===== config.mk =====
export PLATFORM = sky130hd
export DESIGN_NAME = iets_capture
export DESIGN_NICKNAME = d
export VERILOG_FILES = /design/src/design/iets_pkg.sv /design/src/design/iets_tmr_if.sv /design/src/design/iets_us_timer.sv /design/src/design/iets_capture.sv
export VERILOG_INCLUDE_DIRS = /design/src /design/src/design
export SDC_FILE = /design/constraint.sdc
export NUM_CORES = 1
export LEC_CHECK = 0
export ABC_AREA = 1
export BUFFER_PORTS_ARGS = -buffer_cell sky130_fd_sc_hd__clkbuf_2
export CAP_MARGIN = 5
export CELL_PAD_IN_SITES_DETAIL_PLACEMENT = 0
export CELL_PAD_IN_SITES_GLOBAL_PLACEMENT = 2
export CORE_UTILIZATION = 38
export CTS_BUF_LIST = sky130_fd_sc_hd__clkbuf_4 sky130_fd_sc_hd__clkbuf_8
export CTS_CLUSTER_SIZE = 12
export DETAILED_ROUTE_END_ITERATION = 10
export PLACE_DENSITY = 0.78
export SYNTH_ARGS = -nofsm -noshare
export SYNTH_HDL_FRONTEND = slang
export SYNTH_SLANG_ARGS = --single-unit

===== constraint.sdc =====
create_clock -name i_clk -period 4.6 [get_ports i_clk]
set_input_delay 0.92 -clock i_clk [delete_from_list [all_inputs] [get_ports i_clk]]
set_output_delay 0.92 -clock i_clk [all_outputs]
set_load 0.005 [all_outputs]

===== src/design/iets_defines.svh =====
`ifndef IETS_DEFINES_SVH
`define IETS_DEFINES_SVH

// Clock and microsecond timing
`define IETS_CLK_NS      10
`define IETS_US_NS       1000
`define IETS_US_CYCLES   (`IETS_US_NS / `IETS_CLK_NS)

// Capture area geometry
`define IETS_N_CH        4
`define IETS_N_SMALL     5
`define IETS_N_LARGE     15
`define IETS_ENTRY_BYTES 4
`define IETS_N_FIELDS    3

// Byte offsets inside one entry
`define IETS_OFS_STATE   2'h0
`define IETS_OFS_SEQ     2'h1
`define IETS_OFS_TS_LO   2'h2
`define IETS_OFS_TS_HI   2'h3

// Sequence counter values
`define IETS_SEQ_FIRST   7'h01
`define IETS_SEQ_MAX     7'h7F
`define IETS_SEQ_WRAP    7'h00

// Object indices
`define IETS_IX_STATE    16'h5430
`define IETS_IX_SEQ      16'h5431
`define IETS_IX_TS       16'h5432
`define IETS_IX_SLOT     16'h6000

// Output process area size
`define IETS_OUT_BYTES   8'h00

`endif


===== src/design/iets_pkg.sv =====
`include "iets_defines.svh"
`default_nettype none

package iets_pkg;

  typedef enum logic {
    IETS_AREA_SMALL,
    IETS_AREA_LARGE
  } iets_area_t;

  typedef struct packed {
    logic [3:0]  state;
    logic [6:0]  seq;
    logic [15:0] ts;
  } iets_entry_t;

endpackage

`default_nettype wire


===== src/design/iets_tmr_if.sv =====
`default_nettype none

interface iets_tmr_if;
  logic        us_tick;
  logic [31:0] us_count;
  modport src (output us_tick, output us_count);
  modport snk (input us_tick, input us_count);
endinterface

`default_nettype wire


===== src/design/iets_us_timer.sv =====
`include "iets_defines.svh"
`default_nettype none

module iets_us_timer
  import iets_pkg::*;
#(
  parameter int unsigned TICK_CYCLES = `IETS_US_CYCLES
) (
  // Clock and reset
  input  wire logic i_clk,
  input  wire logic i_nrst,
  // Timer toward the capture logic
  iets_tmr_if.src   tmr
);

  localparam int unsigned PW = (TICK_CYCLES > 1) ? $clog2(TICK_CYCLES) : 1;

  logic [PW-1:0] pre_r;
  logic [PW-1:0] pre_nxt;
  logic          tick;
  logic [31:0]   cnt_nxt;

  assign tick    = (pre_r == PW'(TICK_CYCLES - 1));
  assign pre_nxt = tick ? '0 : pre_r + 1'b1;
  assign cnt_nxt = (tmr.us_count == 32'hFFFF_FFFF) ? 32'h0000_0000
                                                    : tmr.us_count + 1'b1;
  assign tmr.us_tick = tick;

  always_ff @(posedge i_clk or negedge i_nrst) begin
    if (!i_nrst) begin
      pre_r        <= '0;
      tmr.us_count <= 32'h0000_0000;
    end else begin
      pre_r <= pre_nxt;
      if (tick) begin
        tmr.us_count <= cnt_nxt;
      end
    end
  end
endmodule

`default_nettype wire


===== src/design/iets_capture.sv =====
`include "iets_defines.svh"
`default_nettype none

// Contract
// - Configured edge stores timer and inputs
// - Area holds 5 or 15 entries
// - Each entry takes four bytes
// - Byte 0 state, 1 number, 2-3 time
// - State byte shows levels after edge
// - Bits 0-3 inputs, bits 4-7 zero
// - Number runs 0..127, first is 1
// - Numbers follow edge order
// - 32-bit microsecond timer from zero
// - Timer wraps to zero at maximum
// - Stamp is timer low 16 bits
// - No output area bytes used
// - Index 5430h+field, subindex selects entry
// - Index 6000h+slot, subindex per field
// - Green channel light follows input
// - Red light on module error
module iets_capture
  import iets_pkg::*;
#(
  parameter int unsigned N_MAX = `IETS_N_LARGE
) (
  // Clock and reset
  input  wire logic        i_clk,
  input  wire logic        i_nrst,
  // Input pins
  input  wire logic [3:0]  i_din,
  // Configuration
  input  wire logic        i_ets_en,
  input  wire logic [3:0]  i_rise_en,
  input  wire logic [3:0]  i_fall_en,
  input  wire logic        i_area_large,
  input  wire logic [7:0]  i_slot,
  input  wire logic        i_mod_error,
  // Process image byte read
  input  wire logic [5:0]  i_img_addr,
  output logic      [7:0]  o_img_data,
  // Object read
  input  wire logic [15:0] i_obj_index,
  input  wire logic [7:0]  i_obj_sub,
  output logic      [15:0] o_obj_data,
  output logic             o_obj_hit,
  // Status
  output logic      [3:0]  o_led_din,
  output logic             o_led_fault,
  output logic             o_capture,
  output logic      [7:0]  o_out_bytes
);

  iets_tmr_if tmr_if ();

  iets_us_timer u_tmr (
    .i_clk  (i_clk),
    .i_nrst (i_nrst),
    .tmr    (tmr_if)
  );

  logic [3:0]  din_m_r;
  logic [3:0]  din_s_r;
  logic [3:0]  din_d_r;
  iets_entry_t ent_r [N_MAX];
  logic [3:0]  ptr_r;
  logic [6:0]  seq_r;

  always_ff @(posedge i_clk or negedge i_nrst) begin
    if (!i_nrst) begin
      din_m_r <= 4'h0;
      din_s_r <= 4'h0;
      din_d_r <= 4'h0;
    end else begin
      din_m_r <= i_din;
      din_s_r <= din_m_r;
      din_d_r <= din_s_r;
    end
  end

  // arm after pipeline fill
  // A pin already high at reset must not look like a rising edge
  logic [2:0] arm_r;
  logic       armed;

  always_ff @(posedge i_clk or negedge i_nrst) begin
    if (!i_nrst) begin
      arm_r <= 3'h0;
    end else begin
      arm_r <= {arm_r[1:0], 1'b1};
    end
  end

  assign armed = arm_r[2];

  iets_area_t area;
  logic [3:0] n_ent;
  logic [3:0] last_ptr;
  logic [3:0] rise;
  logic [3:0] fall;
  logic [3:0] edge_hit;
  logic       cap;
  logic [3:0] ptr_nxt;
  logic [6:0] seq_nxt;

  assign area     = i_area_large ? IETS_AREA_LARGE : IETS_AREA_SMALL;
  assign n_ent    = (area == IETS_AREA_LARGE) ? 4'(`IETS_N_LARGE)
                                              : 4'(`IETS_N_SMALL);
  assign last_ptr = n_ent - 4'h1;
  assign rise     = din_s_r & ~din_d_r;
  assign fall     = ~din_s_r & din_d_r;
  assign edge_hit = (rise & i_rise_en) | (fall & i_fall_en);
  assign cap      = i_ets_en & armed & (|edge_hit);
  assign ptr_nxt  = (ptr_r >= last_ptr) ? 4'h0 : ptr_r + 4'h1;
  assign seq_nxt  = (seq_r == `IETS_SEQ_MAX) ? `IETS_SEQ_WRAP
                                             : seq_r + 7'h01;

  always_ff @(posedge i_clk or negedge i_nrst) begin
    if (!i_nrst) begin
      ptr_r <= 4'h0;
      seq_r <= `IETS_SEQ_FIRST;
    end else if (cap) begin
      ptr_r <= ptr_nxt;
      seq_r <= seq_nxt;
    end
  end

  always_ff @(posedge i_clk or negedge i_nrst) begin
    if (!i_nrst) begin
      for (int i = 0; i < N_MAX; i++) begin
        ent_r[i] <= '0;
      end
    end else if (cap) begin
      ent_r[ptr_r].state <= din_s_r;
      ent_r[ptr_r].seq   <= seq_r;
      ent_r[ptr_r].ts    <= tmr_if.us_count[15:0];
    end
  end

  logic [3:0]  rd_ent;
  logic [1:0]  rd_ofs;
  logic        rd_ok;
  iets_entry_t rd_e;
  logic [7:0]  rd_byte;

  assign rd_ent  = i_img_addr[5:2];
  assign rd_ofs  = i_img_addr[1:0];
  assign rd_ok   = rd_ent < n_ent;
  assign rd_e    = rd_ok ? ent_r[rd_ent] : '0;
  assign rd_byte = (rd_ofs == `IETS_OFS_STATE) ? {4'h0, rd_e.state} :
                   (rd_ofs == `IETS_OFS_SEQ)   ? {1'b0, rd_e.seq}   :
                   (rd_ofs == `IETS_OFS_TS_LO) ? rd_e.ts[7:0]       :
                                                 rd_e.ts[15:8];

  logic [15:0] slot_ix;
  logic        obj_hit;
  logic [15:0] obj_val;
  logic        co_hit;
  logic        ec_hit;

  assign slot_ix = `IETS_IX_SLOT + {8'h00, i_slot};

  always_comb begin
    obj_hit = 1'b0;
    obj_val = 16'h0000;
    co_hit  = 1'b0;
    ec_hit  = 1'b0;
    for (int e = 0; e < N_MAX; e++) begin
      for (int f = 0; f < `IETS_N_FIELDS; f++) begin
        co_hit = (i_obj_index == 16'(`IETS_IX_STATE + f))
               && (i_obj_sub == 8'(e + 1));
        ec_hit = (i_obj_index == slot_ix)
               && (i_obj_sub == 8'(`IETS_N_FIELDS * e + f + 1));
        if ((4'(e) < n_ent) && (co_hit || ec_hit)) begin
          obj_hit = 1'b1;
          obj_val = (f == 0) ? {12'h000, ent_r[e].state} :
                    (f == 1) ? {9'h000, ent_r[e].seq}    :
                               ent_r[e].ts;
        end
      end
    end
  end

  assign o_out_bytes = `IETS_OUT_BYTES;

  always_ff @(posedge i_clk or negedge i_nrst) begin
    if (!i_nrst) begin
      o_img_data <= 8'h00;
      o_obj_data <= 16'h0000;
      o_obj_hit  <= 1'b0;
      o_capture  <= 1'b0;
    end else begin
      o_img_data <= rd_byte;
      o_obj_data <= obj_val;
      o_obj_hit  <= obj_hit;
      o_capture  <= cap;
    end
  end

  always_ff @(posedge i_clk or negedge i_nrst) begin
    if (!i_nrst) begin
      o_led_din   <= 4'h0;
      o_led_fault <= 1'b0;
    end else begin
      o_led_din   <= din_s_r;
      o_led_fault <= i_mod_error;
    end
  end

  // Helper state for the checks below
  logic [3:0] ptr_q;
  logic       seen_r;

  always_ff @(posedge i_clk or negedge i_nrst) begin
    if (!i_nrst) begin
      ptr_q  <= 4'h0;
      seen_r <= 1'b0;
    end else begin
      ptr_q <= ptr_r;
      if (cap) begin
        seen_r <= 1'b1;
      end
    end
  end
endmodule

`default_nettype wire


==> impl_metrics.py, run 1 <==
metrics = {
    "routing": {
        "wire_per_inst_um": 22.7,
        "drtIter0Drc": 2652,
        "avgViaCountPerCell": 5.57,
        "ant_nets": 0,
        "vias": 26700,
        "wl_mm": 109,
        "drt_pre_antenna_iters": 6,
        "drc": 0,
    },
    "cells_and_area": {
        "layout_commonest_cell": "nand2_1",
        "nets": 3851,
        "syn_to_final_growth_pct": 18.3,
        "multi_input_comb_area_mm2": 0.0124,
        "seq_area_mm2": 0.0124,
        "drive_gt1_share_pct": 14.3,
        "final_cell_mix": "nand2_1 (995), o21ai_0 (664), dfrtp_1 (496), inv_1 (300), buf_4 (206)",
        "num-fill-cells": 7285,
    },
    "place": {
        "routabilityCongestion": 0.936,
        "dp_slack_ps": -329,
        "post-dp-hpwl_mm": 76.5,
        "numPortBuffers": 85,
    },
    "logic_synthesis": {
        "syn_avg_cell_area_um2": 7.46,
        "syn_area_mm2": 0.0269,
        "async_flop_share_pct": 100,
        "synth-edff-count": 0,
        "yosys_most_used_dff": "dfrtp_1",
        "ys_seq_area_share_pct": 46.2,
        "synth_seq_cells": 497,
        "ys_types": 54,
        "netlist_instances": 3607,
        "ys.warnings.count": 0,
    },
    "die": {
        "dieArea_mm2": 0.0719,
        "core-area_mm2": 0.0700,
        "initial_core_util_pct": 38.4,
        "std_cell_rows": 97,
        "die_y_um": 268,
        "die_x_um": 268,
        "io_pins": 94,
    },
    "worst_setup_path": {
        "crit_slowest_cell": "nor2_4",
        "rr_startpoint": "u_tmr.pre_r[0]$_DFF_PN0_",
        "cp_common_cell": "nand2_1",
        "start_kind": "input port",
        "slowest_delay_ps": 230,
        "worstSetupPathType": "in -> reg",
        "cp.required_ps": 5200,
        "worst_setup_path_end_kind": "register",
        "cpLargestDelayFamily": "simple AND/OR/NAND/NOR gates",
        "crit_path_max_fanout": 5,
        "startpoint": "i_obj_index[5]",
        "critPathBufInv": 4,
        "cp.arrival_ps": 4730,
    },
    "clock_network": {
        "cts_buffer_depth": 3,
        "cts-root-buf": "clkbuf_8",
        "cts_buffers": 94,
        "clk_pin_slew_ps": 60,
        "cts.sinks": 497,
        "clk-insertion-delay-late_ps": 710,
        "cts_tree": "yes",
        "cts_max_level": 3,
    },
    "power_and_ir_drop": {
        "pwr-share-seq_pct": 44.9,
        "pwr-share-clk_pct": 41.5,
        "p_per_area_mw_per_mm2": 376,
        "total_power_mw": 12.0,
        "sw_frac_of_total_pct": 30.9,
        "switchingPower_mw": 3.70,
        "combinationalPowerShare_pct": 13.6,
        "power.leakage_nw": 14.7,
        "p_int_mw": 8.26,
        "vdd_ir_drop_max_mv": 0.248,
    },
    "global_route": {
        "antenna_found_initial": 2,
        "gr-total-overflow": 0,
        "gr-usage-all-layers_pct": 30.4,
        "grt_start_max_net_pins": 92,
        "grt_pass1_vias": 25200,
        "grt_first_pass_wirelength_mm": 164,
    },
    "timing": {
        "hold_violations": 0,
        "setup_viol": 0,
        "setup_ws_ps": 470,
        "relSlewSlack_pct": 31.6,
        "final_max_slew_viol_count": 0,
        "rsz0062_at_grt": "yes",
        "min_period_ps": 4130,
        "worst_pin_slew_ps": 1020,
        "skew_ps": 31.0,
        "max_freq_mhz": 242,
        "hold_ws_ps": 239,
        "period_share_pct": 89.8,
    },
    "min_path": {
        "hp-class": "in -> async",
    },
    "job": {
        "drv_cap": 0,
    },
    "status": {
        "outcome": "finished, final reports clean",
    },
}
final timing paths:
| path | endpoint | slack (ps) | depth (start not counted) |
|---|---|---|---|
| worst min-delay path | ent_r[376]$_DFFE_PN0P_ | 240 | 1 |
| max in group asynchronous | ent_r[360]$_DFFE_PN0P_ | 3310 | 2 |
| worst max-delay path | o_obj_data[0]$_DFF_PN0_ | 470 | 55 |
| worst max register to register | u_tmr.tmr.us_count[9]$_DFFE_PN0N_ | 580 | 19 |
| worst min register to register | arm_r[2]$_DFF_PN0_ | 350 | 0 |
| min in group i_clk | din_m_r[0]$_DFF_PN0_ | 310 | 1 |
sequential cells by signal, indices dropped and copies added (netlist names):
signal and flops:
arm_r 3, din_m_r 4, din_s_r 4, ent_r 405
o_capture 1, o_img_data 8, o_led_din 4, o_led_fault 1
o_obj_data 16, o_obj_hit 1, ptr_r 4, seq_r 7
u_tmr.pre_r 7, u_tmr.tmr.us_count 32
worst reg2reg max path, cell delays in order, from the launching register on:
cell      delay, ps
dfrtp_1         370
ha_1            180
inv_1            60
or2_2           310
nor4_4          250
buf_4           220
inv_1            60
nor3_1          240
inv_1           100
nor3_1          300
nand2_1         130
nor2_1          220
nand4_1         240
nor4_2          290
inv_1            70
nor2_1          170
inv_1            90
nor3_2          280
buf_4           220
a211oi_1         50
Yosys cell counts, types with 2 or more instances:
library cell  instances  area [um^2]
buf_1                14         52.6
nor4_1                5         31.3
o21ai_1               5         25.0
nor3_1               27          135
o21ai_0             665         3330
nor3b_1               5         37.5
nand2_2               4         25.0
a31oi_1              15         93.8
xnor2_1               4         35.0
nor2_4                2         22.5
buf_4                14          105
inv_2                15         56.3
nand3_2               2         20.0
o22ai_4               3         60.1
nand2_1             998         3750
buf_2                 5         25.0
o221ai_1             64          561
a221o_1               2         20.0
conb_1                2         7.51
nor2_2                5         31.3
nor2_1              202          758
a221oi_1             19          166
inv_1               302         1130
o2111ai_1            26          228
or2_2                20          125
dfrtp_1             496        12400
clkbuf_1            205          769
a21oi_1             196          981
nand4_1              30          188
o22ai_1              55          344
ha_1                 11          138
xor2_1               16          140
nand3_1              89          445
clkinv_1              5         18.8
a211oi_1             16          120
o311ai_0              2         17.5
o211ai_1             44          330
cells by family (layout without fill, tap and decap cells):
logic type | Yosys count | in the layout | synth area share [%]
AOI/OAI and AO/OA | 1122 | 1122 | 23.7
buffers and inverters | 562 | 806 | 8.10
other | 2 | 11 | 0.0279
adders and majority gates | 11 | 11 | 0.512
xor gates and xnor gates | 20 | 20 | 0.651
and+or+nand+nor | 1393 | 1393 | 20.8
DFF | 497 | 497 | 46.2
through the flow:
| stage | setup TNS (ps) | area (um^2) | utilization, % | instances |
|---|---|---|---|---|
| 6_report | 0 | 31800 | 45.5 | 4800 |
| 5_1_grt | -44.8 | 31800 | 45.4 | 4799 |
| 4_1_cts | 0 | 31800 | 45.4 | 4797 |
| 3_5_place_dp | -2290 | 29600 | 42.3 | 4628 |
| 3_3_place_gp | -2330 | 29600 | 42.3 | 4628 |
| 2_1_floorplan | 0 | 26900 | - | 3614 |
area by class of cell:
cell class / count / area share [%]
diodes: 2 / 0.0157
clock buffers: 153 / 6.10
clock inverters: 16 / 0.656
inverters: 323 / 3.82
multi-input cells: 2555 / 38.9
flip-flops and latches: 497 / 39.1
well taps: 940 / 3.70
repair buffers: 314 / 7.72
routing by layer:
metal | vias up | share of wire [%] | GRT usage (%)
met5 | - | 0 | 0
met2 | 1055 | 44 | 46.4
met1 | 13000 | 46 | 44.0
met3 | 178 | 6.9 | 4.89
li1 | 12400 | - | -
met4 | 0 | 3.1 | 9.28
power by group through the flow:
stage / combinational, mW / clock, mW / sequential, mW
detailed placement: 1.62 / 0 / 5.43
global route: 1.82 / 5.27 / 5.44
finish: 1.63 / 4.96 / 5.37
CTS: 1.63 / 5.07 / 5.37
global placement: 1.59 / 0 / 5.42
floorplan: 0.964 / 0 / 5.23
what timing repair did:
| item | CTS | global route |
|---|---|---|
| buffers inserted | 0 | 1 |
| hold buffers | 0 | 0 |
| setup endpoints to repair | 0 | 9 |
| gates resized for setup | 0 | 10 |
(Power assumes the default switching activity.)
==> run 2, diff against run 1 <==
--- a/config.mk
+++ b/config.mk
@@ -15,7 +15,9 @@
 export CTS_BUF_LIST = sky130_fd_sc_hd__clkbuf_4 sky130_fd_sc_hd__clkbuf_8
 export CTS_CLUSTER_SIZE = 12
 export DETAILED_ROUTE_END_ITERATION = 10
-export PLACE_DENSITY = 0.78
+export MAX_ROUTING_LAYER = met4
+export PLACE_DENSITY = 0.79
 export SYNTH_ARGS = -nofsm -noshare
 export SYNTH_HDL_FRONTEND = slang
+export SYNTH_HIERARCHICAL = 1
 export SYNTH_SLANG_ARGS = --single-unit
==> impl_metrics.py, run 2 <==
metrics = {
    "status": {
        "outcome": "finished, final reports clean",
    },
    "logic_synthesis": {
        "ys_types": 58,
        "synth-edff-count": 0,
        "ys.warnings.count": 6,
        "syn_area_mm2": 0.0279,
        "ys_seq_area_share_pct": 44.6,
        "yosys_most_used_dff": "dfrtp_1",
        "synthTopCellsByArea": "dfrtp_1 (45%), nand2_1 (15%), o21ai_0 (12%)",
        "async_flop_share_pct": 100,
        "yosys.area.top_type_share_pct": 44.5,
        "synth_seq_cells": 497,
        "syn_avg_cell_area_um2": 7.26,
        "netlist_instances": 3842,
        "synth_area_leader_cell": "dfrtp_1",
        "synthTopCellsByCount": "nand2_1 (1088), o21ai_0 (674), dfrtp_1 (496)",
        "post-synth-top-count-cell": "nand2_1",
    },
    "place": {
        "post-dp-hpwl_mm": 79.3,
        "numPortBuffers": 85,
        "dp_slack_ps": -285,
        "dp.cells": 4856,
        "routabilityCongestion": 0.947,
    },
    "routing": {
        "wire_per_inst_um": 22.3,
        "drtIter0Drc": 2742,
        "avgViaCountPerCell": 5.51,
        "drt_pre_antenna_iters": 6,
        "ant_nets": 0,
        "wl_mm": 112,
        "vias": 27800,
        "drc": 0,
    },
    "cells_and_area": {
        "layout_commonest_cell": "nand2_1",
        "num-fill-cells": 7484,
        "top_regs": "ent_r: 405 flops, u_tmr/tmr.us_count: 32 flops, o_obj_data: 16 flops",
        "syn_to_final_growth_pct": 17.1,
        "largest_register_ffs": 405,
        "final-instance-count-excl-fill": 5034,
        "final_cell_mix": "nand2_1 (1084), o21ai_0 (674), dfrtp_1 (496), inv_1 (305), nor2_1 (239)",
        "drive_gt1_share_pct": 14.6,
        "top_register": "ent_r",
        "nets": 4071,
    },
    "power_and_ir_drop": {
        "vdd_ir_drop_max_mv": 0.278,
        "sw_frac_of_total_pct": 32.1,
        "pwr-share-seq_pct": 45.1,
        "p_per_area_mw_per_mm2": 374,
        "combinationalPowerShare_pct": 15.1,
        "switchingPower_mw": 3.92,
        "total_power_mw": 12.2,
        "p_int_mw": 8.31,
        "pwr-share-clk_pct": 39.8,
        "power.leakage_nw": 15.2,
    },
    "die": {
        "die_x_um": 273,
        "core-area_mm2": 0.0721,
        "std_cell_rows": 98,
        "die_y_um": 273,
        "initial_core_util_pct": 38.7,
        "io_pins": 94,
        "dieArea_mm2": 0.0745,
    },
    "worst_setup_path": {
        "worstSetupPathType": "in -> reg",
        "worst_setup_path_end_kind": "register",
        "crit_path_max_fanout": 6,
        "cp_common_cell": "nand2_1",
        "cp.arrival_ps": 4820,
        "cp.required_ps": 5250,
        "crit_slowest_cell": "o21ai_4",
        "slowest_delay_ps": 260,
        "start_kind": "input port",
    },
    "timing": {
        "hold_violations": 0,
        "min_period_ps": 4170,
        "rsz0062_at_grt": "yes",
        "hold_ws_ps": 282,
        "setup_ws_ps": 434,
        "worst_pin_slew_ps": 1030,
        "skew_ps": 48.8,
        "max_freq_mhz": 240,
        "setup_viol": 0,
        "period_share_pct": 90.6,
        "final_max_slew_viol_count": 0,
        "relSlewSlack_pct": 31.6,
        "tns_ps": 0,
    },
    "clock_network": {
        "hold_buffers": 0,
        "cts-root-buf": "clkbuf_8",
        "cts.sinks": 497,
        "cts_tree": "yes",
        "cts_max_level": 3,
        "cts_buffers": 96,
        "clk-insertion-delay-late_ps": 740,
        "cts_buffer_depth": 3,
        "clk_pin_slew_ps": 60,
    },
    "global_route": {
        "antenna_found_initial": 2,
        "grt_start_max_net_pins": 98,
        "grt_pass1_vias": 26900,
        "grt_first_pass_wirelength_mm": 171,
        "gr-total-overflow": 0,
        "gr-usage-all-layers_pct": 31.1,
    },
    "min_path": {
        "hp-class": "in -> async",
    },
    "job": {
        "drv_cap": 0,
    },
}
## run 2: cell types whose count changed in the layout (fill, tap and decap cells not counted), sizes merged, moves of 24 or more
cell / delta
a21oi: +35
nand2: +100
nand3: +56
nor2: +62
o221ai: -48
o22ai: -24
## run 2: logic make-up after synthesis
group	synth area share, %
compound gates	22.4
xor+xnor	0.597
fa+ha+maj	0.494
buf+inv	8.10
flops	44.6
other cells	0.0269
simple gates	23.8
## run 2: cell type report
type | instances | area, um^2 | share of cell area, %
multi-input cells | 2771 | 13300 | 40.8
clock inverters | 18 | 159 | 0.486
inverters | 330 | 1240 | 3.81
well taps | 950 | 1190 | 3.64
repair buffers | 309 | 2350 | 7.21
clock buffers | 156 | 1960 | 6.00
diodes | 3 | 7.51 | 0.0230
flip-flops and latches | 497 | 12400 | 38.1
## run 2: power by group through the flow
| stage | clock network (mW) | logic [mW] | registers, mW |
|---|---|---|---|
| after CTS | 4.95 | 1.84 | 5.51 |
| after global placement | 0 | 1.80 | 5.56 |
| final | 4.86 | 1.85 | 5.52 |
| after global routing | 5.14 | 2.08 | 5.60 |
| after floorplan | 0 | 1.11 | 5.38 |
| after detailed placement | 0 | 1.84 | 5.57 |
## run 2: repair_timing
item,4_1_cts,5_1_grt
setup buffers,0,1
hold endpoints to repair,0,0
setup endpoints to repair,0,3
resized for setup,0,30
## run 2: worst paths after layout
path,from,to,slack (ps),depth (start not counted)
worst max-delay path,i_obj_sub[0],o_obj_data[1]$_DFF_PN0_,430,58
worst min-delay path,i_nrst,ent_r[396]$_DFFE_PN0P_,280,1
worst max register to register,ent_r[379]$_DFFE_PN0P_,o_obj_data[1]$_DFF_PN0_,1160,50
worst min register to register,din_m_r[2]$_DFF_PN0_,din_s_r[2]$_DFF_PN0_,350,0
max in group asynchronous,i_nrst,ent_r[151]$_DFFE_PN0P_,3310,2
min in group i_clk,i_din[2],din_m_r[2]$_DFF_PN0_,300,1
## run 2: per-stage QoR
| step | util, % | cell area [um^2] |
|---|---|---|
| detailed placement | 42.2 | 30400 |
| global placement | 42.2 | 30400 |
| floorplan | - | 27900 |
| finish | 45.3 | 32700 |
| global route | 45.3 | 32700 |
| CTS | 45.1 | 32500 |
## run 2: metal layers
metal / GRT usage, % / part of all wire, %
met1: 42.4 / 45
met2: 48.0 / 45
met3: 4.09 / 6.4
met4: 9.65 / 2.9
met5: - / 0
## run 2: critical path, delay by kind of cell
family / cells / cell delay, ps
AOI/OAI and AO/OA: 2 / 290
and+or+nand+nor: 52 / 3100
buffers and inverters: 4 / 520
